--- config.mk ---
export PLATFORM = sky130hd
export DESIGN_NAME = cso_exec
export DESIGN_NICKNAME = d
export VERILOG_FILES = /design/src/cso_pkg.sv /design/src/cso_exec.sv
export VERILOG_INCLUDE_DIRS = /design/src
export SDC_FILE = /design/constraint.sdc
export NUM_CORES = 1
export LEC_CHECK = 0
export ABC_AREA = 1
export BUFFER_PORTS_ARGS = -buffer_cell sky130_fd_sc_hd__buf_2
export CAP_MARGIN = 20
export CORE_MARGIN = 2
export CORE_UTILIZATION = 40
export CTS_CLUSTER_DIAMETER = 30
export DETAILED_ROUTE_END_ITERATION = 12
export PLACE_DENSITY_LB_ADDON = 0.12
export SLEW_MARGIN = 20
export SYNTH_ARGS = -nofsm -noshare
export SYNTH_HDL_FRONTEND = slang
export SYNTH_SLANG_ARGS = --single-unit
--- constraint.sdc ---
create_clock -name mclk -period 4.1 [get_ports mclk]
set_input_delay 0.205 -clock mclk [delete_from_list [all_inputs] [get_ports mclk]]
set_output_delay 0.205 -clock mclk [all_outputs]
set_load 0.02 [all_outputs]
--- src/cso_consts.svh ---
// Opcodes, cycle counts and reset values of the stack, logic and rotate execution unit.
`ifndef CSO_CONSTS_SVH
`define CSO_CONSTS_SVH
`define CSO_OP_MUL16 8'hF4
`define CSO_OP_OR_FIRST 8'h42
`define CSO_OP_OR_LAST 8'h47
`define CSO_OP_OR_EXT_ER 8'h48
`define CSO_OP_OR_EXT_IM 8'h49
`define CSO_OP_POP_R 8'h50
`define CSO_OP_POP_IR 8'h51
`define CSO_OP_POP_EXT 8'hD8
`define CSO_OP_PUSH_R 8'h70
`define CSO_OP_PUSH_IR 8'h71
`define CSO_OP_PUSH_EXT 8'hC8
`define CSO_OP_RETURN 8'hAF
`define CSO_OP_ROL_R 8'h90
`define CSO_OP_ROL_IR 8'h91
`define CSO_OP_ROLC_R 8'h10
`define CSO_OP_ROLC_IR 8'h11
`define CSO_OP_ROR_R 8'hE0
`define CSO_OP_ROR_IR 8'hE1
`define CSO_OP_RORC_R 8'hC0
`define CSO_OP_RORC_IR 8'hC1
`define CSO_OP_EADDR_BYTE 8'h98
`define CSO_OP_EADDR_PAIR 8'h99
`define CSO_CYC_BAD 4'h1
`define CSO_CYC_REG 4'h2
`define CSO_CYC_IND 4'h3
`define CSO_CYC_OR 4'h3
`define CSO_CYC_OR_IND 4'h4
`define CSO_CYC_RETURN 4'h4
`define CSO_CYC_EADDR_BYTE 4'h3
`define CSO_CYC_EADDR_PAIR 4'h5
`define CSO_CYC_MUL16 4'h8
`define CSO_SP_RST 16'h0000
`define CSO_PC_RST 16'h0000
`endif

--- src/cso_pkg.sv ---
// Types shared by the stack, logic and rotate execution unit.
package cso_pkg;
  typedef enum logic [0:0] {
    CSO_IDLE = 1'b0,
    CSO_EXEC = 1'b1
  } cso_state_e;
  typedef enum logic [3:0] {
    CSO_CL_BAD = 4'h0,
    CSO_CL_MUL16 = 4'h1,
    CSO_CL_OR = 4'h2,
    CSO_CL_PUSH = 4'h3,
    CSO_CL_POP = 4'h4,
    CSO_CL_RETURN = 4'h5,
    CSO_CL_ROL = 4'h6,
    CSO_CL_ROLC = 4'h7,
    CSO_CL_ROR = 4'h8,
    CSO_CL_RORC = 4'h9,
    CSO_CL_EADDR_BYTE = 4'hA,
    CSO_CL_EADDR_PAIR = 4'hB
  } cso_class_e;
  typedef struct packed {
    logic c;
    logic z;
    logic s;
    logic v;
    logic d;
    logic h;
  } cso_flags_s;
  typedef struct packed {
    logic re;
    logic we;
    logic [15:0] addr;
    logic [7:0] wdata;
  } cso_mem_req_s;
endpackage

--- src/cso_exec.sv ---
// Execution unit for multiply, OR, push, pop, return, rotate and effective address.
// ****************************************************************
// Overview of operation
// - Flags follow result, hold, or are forced.
// - Multiply pair bytes, 16-bit product, eight cycles.
// - OR stores dst|src; Z,S follow, V cleared.
// - Push decrements pointer, then writes source byte.
// - Pop reads at pointer, then increments pointer.
// - Return loads counter from stack, pointer plus two.
// - Rotate left: top bit to bit0 and carry.
// - Rotate right: bit0 to top bit and carry.
// - Rotate right through carry, carry to top.
// ****************************************************************
`timescale 1ns/10ps
`default_nettype none
`include "cso_consts.svh"
module cso_exec
  import cso_pkg::*;
(
  input wire logic mclk, // System clock.
  input wire logic rstn, // Synchronous reset, active low.
  input wire logic start, // Take opcode and operands while idle.
  input wire logic [7:0] opcode, // Opcode to execute.
  input wire logic [7:0] dst_val, // Destination byte operand.
  input wire logic [7:0] src_val, // Source byte operand.
  input wire logic [15:0] pair_val, // Register pair operand.
  input wire logic [7:0] disp, // Signed displacement.
  input wire logic sp_wr, // Load the stack pointer while idle and start is low.
  input wire logic [15:0] sp_wdata, // Stack pointer load value.
  input wire logic [7:0] mem_rdata, // Stack memory read data, one cycle late.
  output logic busy, // Instruction in progress.
  output logic done_q, // Instruction finished, one cycle pulse.
  output logic bad_op_q, // Finished opcode was not handled here.
  output logic [15:0] res_q, // Result for the destination.
  output logic res_we_q, // Result write strobe.
  output logic res_wide_q, // Result is a 16-bit pair.
  output cso_flags_s flags_q, // Flags register.
  output logic [15:0] stack_pointer, // Stack pointer.
  output logic [15:0] program_counter, // Program counter loaded by return.
  output logic pc_load_q, // Program counter load strobe.
  output cso_mem_req_s mem_req // Stack memory request.
);
  // ****************************************************************
  // Decode
  // ****************************************************************
  cso_state_e st_q;
  cso_class_e cls_q;
  cso_class_e cls_d;
  logic [3:0] cyc_q;
  logic [3:0] cyc_d;
  logic [3:0] step_q;
  logic [7:0] dst_q;
  logic [7:0] src_q;
  logic [15:0] pair_q;
  logic [7:0] disp_q;
  logic [7:0] rd_hi_q;
  logic [7:0] rd_lo_q;
  logic [15:0] sp_q;
  logic take;
  logic exec;
  logic last;
  logic [7:0] pop_byte;
  logic [8:0] rot;
  logic [7:0] or_res;

  always_comb
  begin
    cls_d = CSO_CL_BAD;
    cyc_d = `CSO_CYC_BAD;
    if (opcode >= `CSO_OP_OR_FIRST && opcode <= `CSO_OP_OR_LAST)
    begin
      cls_d = CSO_CL_OR;
      cyc_d = opcode[0] ? `CSO_CYC_OR_IND : `CSO_CYC_OR;
    end
    else
    begin
      unique case (opcode)
        `CSO_OP_MUL16: begin cls_d = CSO_CL_MUL16; cyc_d = `CSO_CYC_MUL16; end
        `CSO_OP_OR_EXT_ER, `CSO_OP_OR_EXT_IM: begin cls_d = CSO_CL_OR; cyc_d = `CSO_CYC_OR; end
        `CSO_OP_POP_R, `CSO_OP_POP_EXT: begin cls_d = CSO_CL_POP; cyc_d = `CSO_CYC_REG; end
        `CSO_OP_POP_IR: begin cls_d = CSO_CL_POP; cyc_d = `CSO_CYC_IND; end
        `CSO_OP_PUSH_R, `CSO_OP_PUSH_EXT: begin cls_d = CSO_CL_PUSH; cyc_d = `CSO_CYC_REG; end
        `CSO_OP_PUSH_IR: begin cls_d = CSO_CL_PUSH; cyc_d = `CSO_CYC_IND; end
        `CSO_OP_RETURN: begin cls_d = CSO_CL_RETURN; cyc_d = `CSO_CYC_RETURN; end
        `CSO_OP_ROL_R, `CSO_OP_ROL_IR: cls_d = CSO_CL_ROL;
        `CSO_OP_ROLC_R, `CSO_OP_ROLC_IR: cls_d = CSO_CL_ROLC;
        `CSO_OP_ROR_R, `CSO_OP_ROR_IR: cls_d = CSO_CL_ROR;
        `CSO_OP_RORC_R, `CSO_OP_RORC_IR: cls_d = CSO_CL_RORC;
        `CSO_OP_EADDR_BYTE: begin cls_d = CSO_CL_EADDR_BYTE; cyc_d = `CSO_CYC_EADDR_BYTE; end
        `CSO_OP_EADDR_PAIR: begin cls_d = CSO_CL_EADDR_PAIR; cyc_d = `CSO_CYC_EADDR_PAIR; end
        default: ;
      endcase
      if (cls_d inside {CSO_CL_ROL, CSO_CL_ROLC, CSO_CL_ROR, CSO_CL_RORC})
        cyc_d = opcode[0] ? `CSO_CYC_IND : `CSO_CYC_REG;
    end
  end

  assign take = start && st_q == CSO_IDLE;
  assign exec = st_q == CSO_EXEC;
  assign last = exec && step_q == cyc_q - 4'h1;
  assign busy = exec;
  assign stack_pointer = sp_q;

  // ****************************************************************
  // Sequencing
  // ****************************************************************
  always_ff @(posedge mclk)
  begin
    if (!rstn)
      st_q <= CSO_IDLE;
    else if (take)
      st_q <= CSO_EXEC;
    else if (last)
      st_q <= CSO_IDLE;
  end

  always_ff @(posedge mclk)
  begin
    if (!rstn)
      step_q <= 4'h0;
    else if (exec && !last)
      step_q <= step_q + 4'h1;
    else
      step_q <= 4'h0;
  end

  always_ff @(posedge mclk)
  begin
    if (!rstn)
    begin
      cls_q <= CSO_CL_BAD;
      cyc_q <= `CSO_CYC_BAD;
      dst_q <= 8'h00;
      src_q <= 8'h00;
      pair_q <= 16'h0000;
      disp_q <= 8'h00;
    end
    else if (take)
    begin
      cls_q <= cls_d;
      cyc_q <= cyc_d;
      dst_q <= dst_val;
      src_q <= src_val;
      pair_q <= pair_val;
      disp_q <= disp;
    end
  end

  // ****************************************************************
  // Stack memory
  // ****************************************************************
  // Reads return data one cycle after the request, so return reads the
  // high byte at the pointer first and the low byte above it.
  always_comb
  begin
    mem_req.re = exec && ((cls_q == CSO_CL_POP && step_q == 4'h0) ||
                 (cls_q == CSO_CL_RETURN && step_q < 4'h2));
    mem_req.we = exec && cls_q == CSO_CL_PUSH && step_q == 4'h0;
    mem_req.wdata = src_q;
    if (cls_q == CSO_CL_PUSH)
      mem_req.addr = sp_q - 16'h0001;
    else if (cls_q == CSO_CL_RETURN && step_q == 4'h1)
      mem_req.addr = sp_q + 16'h0001;
    else
      mem_req.addr = sp_q;
  end

  always_ff @(posedge mclk)
  begin
    if (!rstn)
    begin
      rd_hi_q <= 8'h00;
      rd_lo_q <= 8'h00;
    end
    else if (exec && step_q == 4'h1)
      rd_hi_q <= mem_rdata;
    else if (exec && step_q == 4'h2 && cls_q == CSO_CL_RETURN)
      rd_lo_q <= mem_rdata;
  end

  assign pop_byte = (step_q == 4'h1) ? mem_rdata : rd_hi_q;

  always_ff @(posedge mclk)
  begin
    if (!rstn)
      sp_q <= `CSO_SP_RST;
    else if (mem_req.we)
      sp_q <= sp_q - 16'h0001;
    else if (last && cls_q == CSO_CL_POP)
      sp_q <= sp_q + 16'h0001;
    else if (last && cls_q == CSO_CL_RETURN)
      sp_q <= sp_q + 16'h0002;
    else if (!exec && !start && sp_wr)
      sp_q <= sp_wdata;
  end

  always_ff @(posedge mclk)
  begin
    if (!rstn)
    begin
      program_counter <= `CSO_PC_RST;
      pc_load_q <= 1'b0;
    end
    else
    begin
      pc_load_q <= last && cls_q == CSO_CL_RETURN;
      if (last && cls_q == CSO_CL_RETURN)
        program_counter <= {rd_hi_q, rd_lo_q};
    end
  end

  // ****************************************************************
  // Results and flags
  // ****************************************************************
  assign or_res = dst_q | src_q;

  always_comb
  begin
    unique case (cls_q)
      CSO_CL_ROL: rot = {dst_q[7], dst_q[6:0], dst_q[7]};
      CSO_CL_ROLC: rot = {dst_q[7], dst_q[6:0], flags_q.c};
      CSO_CL_ROR: rot = {dst_q[0], dst_q[0], dst_q[7:1]};
      CSO_CL_RORC: rot = {dst_q[0], flags_q.c, dst_q[7:1]};
      default: rot = {1'b0, dst_q};
    endcase
  end

  always_ff @(posedge mclk)
  begin
    if (!rstn)
    begin
      res_q <= 16'h0000;
      res_we_q <= 1'b0;
      res_wide_q <= 1'b0;
      done_q <= 1'b0;
      bad_op_q <= 1'b0;
    end
    else
    begin
      done_q <= last;
      bad_op_q <= last && cls_q == CSO_CL_BAD;
      res_we_q <= last && !(cls_q inside {CSO_CL_BAD, CSO_CL_PUSH, CSO_CL_RETURN});
      res_wide_q <= last && (cls_q == CSO_CL_MUL16 || cls_q == CSO_CL_EADDR_PAIR);
      if (last)
      begin
        unique case (cls_q)
          CSO_CL_MUL16: res_q <= 16'(pair_q[15:8] * pair_q[7:0]);
          CSO_CL_OR: res_q <= {8'h00, or_res};
          CSO_CL_POP: res_q <= {8'h00, pop_byte};
          CSO_CL_ROL, CSO_CL_ROLC, CSO_CL_ROR, CSO_CL_RORC: res_q <= {8'h00, rot[7:0]};
          CSO_CL_EADDR_BYTE: res_q <= {8'h00, src_q + disp_q};
          CSO_CL_EADDR_PAIR: res_q <= pair_q + {{8{disp_q[7]}}, disp_q};
          default: ;
        endcase
      end
    end
  end

  // Only OR and the rotates touch flags; all other classes hold them.
  always_ff @(posedge mclk)
  begin
    if (!rstn)
      flags_q <= '0;
    else if (last && cls_q == CSO_CL_OR)
    begin
      flags_q.z <= or_res == 8'h00;
      flags_q.s <= or_res[7];
      flags_q.v <= 1'b0;
    end
    else if (last && cls_q inside {CSO_CL_ROL, CSO_CL_ROLC, CSO_CL_ROR, CSO_CL_RORC})
    begin
      flags_q.c <= rot[8];
      flags_q.z <= rot[7:0] == 8'h00;
      flags_q.s <= rot[7];
      flags_q.v <= rot[7] ^ dst_q[7];
    end
  end

  // ****************************************************************
  // Checks
  // ****************************************************************
  property p_mul16_time;
    @(posedge mclk) disable iff (!rstn)
    take && opcode == `CSO_OP_MUL16 |-> ##9 (done_q && res_wide_q);
  endproperty
  a_mul16_time: assert property (p_mul16_time) else $error("multiply not done in 8 cycles");

  property p_mul16_flags;
    @(posedge mclk) disable iff (!rstn)
    last && cls_q == CSO_CL_MUL16 |=> flags_q == $past(flags_q) &&
      res_q == $past(pair_q[15:8]) * $past(pair_q[7:0]);
  endproperty
  a_mul16_flags: assert property (p_mul16_flags) else $error("multiply result or flags wrong");

  property p_or;
    @(posedge mclk) disable iff (!rstn)
    last && cls_q == CSO_CL_OR |=> res_q[7:0] == $past(or_res) && !flags_q.v && flags_q.c == $past(flags_q.c) && flags_q.s == res_q[7];
  endproperty
  a_or: assert property (p_or) else $error("OR result or flags wrong");

  property p_push;
    @(posedge mclk) disable iff (!rstn)
    mem_req.we |-> mem_req.addr == sp_q - 16'h0001 ##1 sp_q == $past(mem_req.addr) && $stable(flags_q);
  endproperty
  a_push: assert property (p_push) else $error("push address or pointer wrong");

  property p_pop;
    @(posedge mclk) disable iff (!rstn)
    last && cls_q == CSO_CL_POP |=> sp_q == $past(sp_q) + 16'h0001 && res_q[7:0] == $past(pop_byte);
  endproperty
  a_pop: assert property (p_pop) else $error("pop pointer or data wrong");

  property p_return;
    @(posedge mclk) disable iff (!rstn)
    take && opcode == `CSO_OP_RETURN |-> ##5 (pc_load_q && sp_q == $past(sp_q, 5) + 16'h0002);
  endproperty
  a_return: assert property (p_return) else $error("return not done in 4 cycles");

  property p_rol;
    @(posedge mclk) disable iff (!rstn)
    last && cls_q == CSO_CL_ROL |=> res_q[7:0] == {$past(dst_q[6:0]), $past(dst_q[7])} &&
      flags_q.c == res_q[0];
  endproperty
  a_rol: assert property (p_rol) else $error("rotate left wrong");

  property p_ror;
    @(posedge mclk) disable iff (!rstn)
    last && cls_q == CSO_CL_ROR |=> res_q[7:0] == {$past(dst_q[0]), $past(dst_q[7:1])} &&
      flags_q.c == res_q[7];
  endproperty
  a_ror: assert property (p_ror) else $error("rotate right wrong");

  property p_rorc;
    @(posedge mclk) disable iff (!rstn)
    last && cls_q == CSO_CL_RORC |=> res_q[7] == $past(flags_q.c) && flags_q.c == $past(dst_q[0]) &&
      flags_q.z == (res_q[7:0] == 8'h00);
  endproperty
  a_rorc: assert property (p_rorc) else $error("rotate right through carry wrong");

  property p_rolc;
    @(posedge mclk) disable iff (!rstn)
    last && cls_q == CSO_CL_ROLC |=> res_q[0] == $past(flags_q.c) && flags_q.c == $past(dst_q[7]) &&
      flags_q.v == (res_q[7] ^ $past(dst_q[7]));
  endproperty
  a_rolc: assert property (p_rolc) else $error("rotate left through carry wrong");

  property p_eaddr;
    @(posedge mclk) disable iff (!rstn)
    last && cls_q == CSO_CL_EADDR_PAIR |=> res_q == $past(pair_q) + {{8{$past(disp_q[7])}}, $past(disp_q)} &&
      $stable(flags_q);
  endproperty
  a_eaddr: assert property (p_eaddr) else $error("effective address wrong");
endmodule
`default_nettype wire

* Word-level counts from Yosys, hierarchy flattened
Index checks and enable logic that the tools add are counted.
** Storage, ports and cells
- Bits of input ports :: 76
- Flip-flop bits (word level) :: 126
** Cells by class
- Add/subtract/negate cells :: 7
- Equal/unequal tests :: 38
- Bitwise logic cells :: 6
- Order comparisons :: 3
- Multiplexer cells :: 21
- Multiply operators :: 1
- Reductions and logical operators :: 54
** Operators with widths (count)
- 8-bit == test (second input constant) :: 12
- 16-bit 2-to-1 mux :: 6
- 16-bit case mux with 6 select lines :: 1
- 8-bit by 7-bit == test with 1-bit output (second input constant) :: 6
- 4-bit case mux with 11 select lines :: 1
- 9-bit case mux with 4 select lines :: 1
- 4-bit by 3-bit == test with 1-bit output (second input constant) :: 6
- 4-bit == test (second input constant) :: 6
- 1-bit logical AND :: 22
- 4-bit case mux with 5 select lines :: 1
- 16-bit by 1-bit adder with 16-bit output (second input constant) :: 1
- 16-bit adder :: 1
- 16-bit by 2-bit adder with 16-bit output (second input constant) :: 1
- 8-bit by 5-bit == test with 1-bit output (second input constant) :: 2
- 8-bit zero test :: 2
- 8-bit by 8-bit multiplier with 16-bit output :: 1
- 4-bit 2-to-1 mux :: 4
- 16-bit by 1-bit subtractor with 16-bit output (second input constant) :: 1
- 4-bit by 2-bit == test with 1-bit output (second input constant) :: 3
- 4-bit nonzero test :: 3
- 2-bit OR reduction :: 6
- 3-bit 2-to-1 mux :: 3
- 8-bit adder :: 1
- 4-bit by 1-bit == test with 1-bit output (second input constant) :: 2
- 21 further kinds :: 37

* Logic depth before layout (Yosys ltp)
- Depth after elaboration :: 8
- Gate-level depth with buffers :: 25

* Least setup slack after synthesis
Ideal clock, no wire load.
- Kind :: reg2reg
- From :: register pair_q[8]
- To :: register res_q[13]
- Data arrival time :: 3.954 ns
- Cell stages (with the launch flop) :: 20
- Setup time :: 0.115 ns
- Slack :: 0.031 ns
- Clock period less this slack :: 4.069 ns
- Path buffers :: 1
- Cells stage by stage :: dfxtp_1 clkbuf_1 nand2_1 fa_1 fa_1 inv_1 fa_1 inv_1 fa_1 inv_1 ha_1 nand2_1 o21ai_0 nand2_1 nand3_1 a21oi_1 o21ai_0 nand2_1 nor2_1 nor2_1
** On the way
- Word-level cells in the longest chain between the ends :: 2
** RTL lines
- start: declaration :: line cso_exec.sv:54 : logic [15:0] pair_q;
- start signal: assignment :: line cso_exec.sv:144 : pair_q <= pair_val;
- 8-bit by 8-bit multiplier with 16-bit output or 16-bit adder (tied branches) :: line cso_exec.sv:247, cso_exec.sv:252
- 16-bit case mux with 6 select lines * :: line cso_exec.sv:246 : unique case (cls_q)
- end signal: assignment :: line cso_exec.sv:247 : CSO_CL_MUL16: res_q <= 16'(pair_q[15:8] * pair_q[7:0]);
- end signal: assignment :: line cso_exec.sv:248 : CSO_CL_OR: res_q <= {8'h00, or_res};
- end signal: assignment :: line cso_exec.sv:249 : CSO_CL_POP: res_q <= {8'h00, pop_byte};
- end: declaration :: line cso_exec.sv:34 : output logic [15:0] res_q,
Mark *: on every way between the ends. The rest lies on a longest branch, timed or not.
A chain may end at the register's enable or synchronous reset.

* Final worst setup path
- From :: register pair_q[13]
- To :: register res_q[10]
** On the way
- Word-level cells in the longest chain between the ends :: 2
** RTL lines (line)
- 8-bit by 8-bit multiplier with 16-bit output :: cso_exec.sv:247
- 16-bit case mux with 6 select lines :: cso_exec.sv:246
Every way passes these cells.

==> results by group <==
Timing
  – Minimum clock period: 3.94 ns
  – Sum Neg Setup Slack: 0 ns
  – Fin crit share: 0.961
  – Final Skew: 0.0138 ns
  – Final count of negative-setup-slack endpoints: 0
  – Slew @ Worst Pin: 0.900 ns
  – Fin. max-slew vios: 0
  – PnR worst setup slack: 0.162 ns
  – Worst slew margin: 0.399
  – Peak Freq: 254 MHz
  – Final Hold Viols: 0

Power
  – P_leak: 0.00665 uW
  – Switching fraction of total power: 0.372
  – Flop pwr share: 0.351
  – VDD IR max: 194 uV
  – Pwr dens: 308 mW/mm^2
  – Int Pwr: 2480 uW
  – P_sw: 1470 uW
  – Logic pwr share: 0.246
  – Clock power share: 0.403

Route
  – Wl on met1: 17500 microns
  – DR WL met2: 14300 microns
  – Via/cell ratio: 5.17
  – Met3 WL: 1940 microns
  – Routed WL per cell: 15.9 microns
  – Highest metal used: met4
  – Pre-Repair DR Iteration Count: 7
  – Via Count: 11200
  – DRC Markers: 0
  – Starting DRT DRC Count: 910
  – Final wirelength: 34500 microns
  – Remaining antenna violation count after routing: 0

Global routing
  – GRT Resource Usage Total: 0.247
  – Pin count of the biggest net entering global routing: 59
  – Initial antenna violation count: 1
  – Remaining Overflow, GRT: 0
  – Vias in the first global route: 10500
  – First-pass GRT wire length: 55600 microns

Synth
  – Average size of a mapped cell: 6.49 sq um
  – Synth top area cells: dfxtp_1 23%, nand2_1 12%, nor2_1 8.0%, ha_1 7.9%, inv_1 7.3%
  – Top_reg_cell synth: dfxtp_1
  – YS warnings: 0
  – Post-synthesis sequential area ratio: 0.234
  – Cell taking the most area after synthesis: dfxtp_1
  – Asr flop ratio synth: 0
  – Synthesized instance count: 1659
  – Yosys top cell area share: 0.234
  – Post-Syn Area: 0.0108 sq mm
  – Post-synth cell types: 55
  – Post-synth EDFFs: 0
  – Yosys reg bits: 126

Clock tree
  – Clock Latency Late Sink: 0.44 ns
  – Num CTS Buffers: 17
  – CTS tree: yes
  – Clk root buf: clkbuf_16
  – Clk slew on worst S/H paths: 0.08 ns
  – Clk buf depth: 2
  – Clock sinks: 126
  – H-tree Lvls: 4

Critical path
  – Reg2reg start: pair_q[13]
  – Most frequent CP cell: fa_1
  – Max incr delay on CP: 0.54 ns
  – Cell family with the largest share of critical-path delay: adder cells
  – Worst Setup End Kind: register
  – R2R cell count: 19
  – Arrival @ worst endpoint: 4.27 ns
  – Critical-path top delay cell: fa_1
  – Crit-path cells: nand2_2 > inv_2 > fa_1 > inv_1 > fa_1 > inv_2 > fa_1 > inv_1 > fa_1 > inv_2 > ha_4 > a21oi_2 > o21a_1 > nand2_2 > buf_4 > o21ai_1 > nand3_1 > nand2_1 > inv_1
  – Worst r2r dst: res_q[10]
  – Setup crit start kind: register
  – Worst EP required: 4.43 ns
  – Crit Path Max Fanout: 8
  – Critical path class: reg -> reg
  – Worst Path Buf+Inv: 7
  – Worst R2R Setup Slack: 0.16 ns

Layout
  – Area growth, synth to finish: 19.2%
  – Final Core Density: 0.480
  – Nets: 2000
  – Layout Cells excl Fill: 2173
  – Proportion of layout cells with a drive suffix above 1: 0.171
  – Post-route design area: 0.0128 sq mm

Placement
  – Placed insts: 2120
  – Port Buf Inserts: 159
  – Routability cong.: 0.907
  – Pre-CTS setup slack: -0.0493 ns
  – Dpl cell area: 0.0119 sq mm
  – Hpwl dp: 26100 microns

Floorplan
  – Core area: 0.0267 sq mm
  – Std cell rows: 60
  – Starting density of the core: 0.403
  – Die width: 168 microns
  – Die H: 168 microns
  – IO Count: 162
  – Die area: 0.0282 sq mm

Min path
  – Min-delay src: start
  – Hold Path Sink: busy
  – Min-Delay Path Class: in -> reg
  – Hold path depth: 3

Job
  – Max_cap viols: 0

Outcome
  – Status: complete, no violations
==> routing by layer <==
layer / track usage / up-vias
met5: 0 / -
met4: 0.0727 / 0
met3: 0.0364 / 46
met2: 0.364 / 352
met1: 0.370 / 5169
li1: - / 5672
==> worst reg2reg max path, cell delays in order, from the launching register on <==
cell and delay, ns:
dfxtp_2 0.37, nand2_2 0.08, inv_2 0.04, fa_1 0.52, inv_1 0.05, fa_1 0.55
inv_2 0.04, fa_1 0.47, inv_1 0.05, fa_1 0.50, inv_2 0.05, ha_4 0.24
a21oi_2 0.15, o21a_1 0.20, nand2_2 0.08, buf_4 0.13, o21ai_1 0.11, nand3_1 0.08
nand2_1 0.08, inv_1 0.03
==> power groups by stage <==
stage / Clock (uW) / Sequential, uW / Combinational (uW)
6_report: 1590 / 1390 / 972
5_1_grt: 1670 / 1400 / 1100
4_1_cts: 1610 / 1380 / 934
3_5_place_dp: 0 / 1410 / 913
3_3_place_gp: 0 / 1410 / 911
2_1_floorplan: 0 / 1390 / 639
==> cell families (layout without fill, tap and decap cells) <==
logic type / Yosys count / after routing / synth area share
and+or+nand+nor: 775 / 775 / 0.311
AOI/OAI and AO/OA: 311 / 311 / 0.157
buffers and inverters: 296 / 467 / 0.112
DFF: 126 / 126 / 0.234
adders and majority gates: 106 / 106 / 0.150
xor gates and xnor gates: 44 / 44 / 0.0358
other: 1 / 3 / 0.000348
==> through the flow <==
stage / hold WS [ns] / total power, uW
6_report: 0.0110 / 3950
5_1_grt: 0.0167 / 4170
4_1_cts: 0.00151 / 3930
3_5_place_dp: 0.434 / 2320
3_3_place_gp: 0.428 / 2320
2_1_floorplan: 0.333 / 2020
==> placed cells by master, fill, tap and decap left out, drive strengths merged, types with 2 or more instances in the layout <==
cell type,Yosys,final
dlygate4sd3,0,19
clkbuf,44,17
o211ai,13,13
nand3b,4,4
a211oi,2,2
xnor2,7,7
a31oi,3,3
conb,1,2
fa,38,38
clkinv,3,8
dfxtp,126,126
nor2,242,242
nand2,364,364
nand3,115,115
nand4,24,24
xor2,37,37
nor3,12,12
inv,222,231
a21o,7,7
a221oi,2,2
buf,27,191
o21ai,132,132
ha,68,68
a21oi,133,133
or2,8,8
o22ai,6,6
nor4,5,5
o221ai,2,2
a22oi,4,4
==> repair_timing <==
item | CTS | global route
endpoints found under the hold margin | 19 | 0
resized for setup | 6 | 46
pin swaps | 0 | 15
setup endpoints to repair | 6 | 9
hold buffers | 19 | 0
buffers inserted | 0 | 1
gates cloned | 0 | 0
==> final cells by class <==
type                       instances  area, sq um
fill                            2788        13900
inverter                         225          850
tap                              341          427
antenna                            1         2.50
clock buffer                      17          425
clock inverter                    15          183
sequential                       126         2550
multi-input combinational       1238         7170
timing repair buffer             210         1230
==> how the worst max path moves through the flow <==
stage,start,endpoint,slack [ns],depth (start not counted)
after floorplan,pair_q[8],res_q[13],0.03,19
after global placement,pair_q[7],res_q[13],-0.003,18
after detailed placement,pair_q[7],res_q[13],-0.05,18
after CTS,pair_q[6],res_q[14],0.002,18
after global routing,pair_q[4],res_q[15],-0.02,21
final,pair_q[13],res_q[10],0.16,19
==> sequential cells by signal, indices dropped and copies added (netlist names) <==
signal           count
pair_q              16
program_counter     16
res_q               16
stack_pointer       16
disp_q               8
dst_q                8
rd_hi_q              8
rd_lo_q              8
src_q                8
cls_q                4
cyc_q                4
flags_q              4
step_q               4
bad_op_q             1
busy                 1
done_q               1
pc_load_q            1
res_we_q             1
res_wide_q           1
==> Yosys cell counts (2+ instances only) <==
| master | n |
|---|---|
| nand2_1 | 356 |
| a21oi_1 | 132 |
| dfxtp_1 | 126 |
| nor3_1 | 11 |
| o21ai_1 | 11 |
| nand3_1 | 113 |
| buf_2 | 15 |
| nand2_4 | 4 |
| nor4_1 | 5 |
| a22oi_1 | 4 |
| a31oi_1 | 3 |
| clkbuf_1 | 44 |
| nand4_1 | 21 |
| o211ai_1 | 12 |
| nor2_2 | 5 |
| nand3b_1 | 3 |
| nand2_2 | 4 |
| xnor2_1 | 7 |
| nor2_4 | 6 |
| xor2_1 | 37 |
| inv_4 | 2 |
| ha_1 | 68 |
| a211oi_1 | 2 |
| a221oi_1 | 2 |
| inv_1 | 210 |
| clkinv_1 | 3 |
| o21ai_0 | 120 |
| nand4_2 | 2 |
| buf_4 | 6 |
| o22ai_1 | 6 |
| nor2_1 | 230 |
| inv_2 | 10 |
| buf_6 | 6 |
| o221ai_1 | 2 |
| fa_1 | 38 |
| a21o_1 | 7 |
| or2_2 | 8 |
Power figures use the tool's default switching activity.
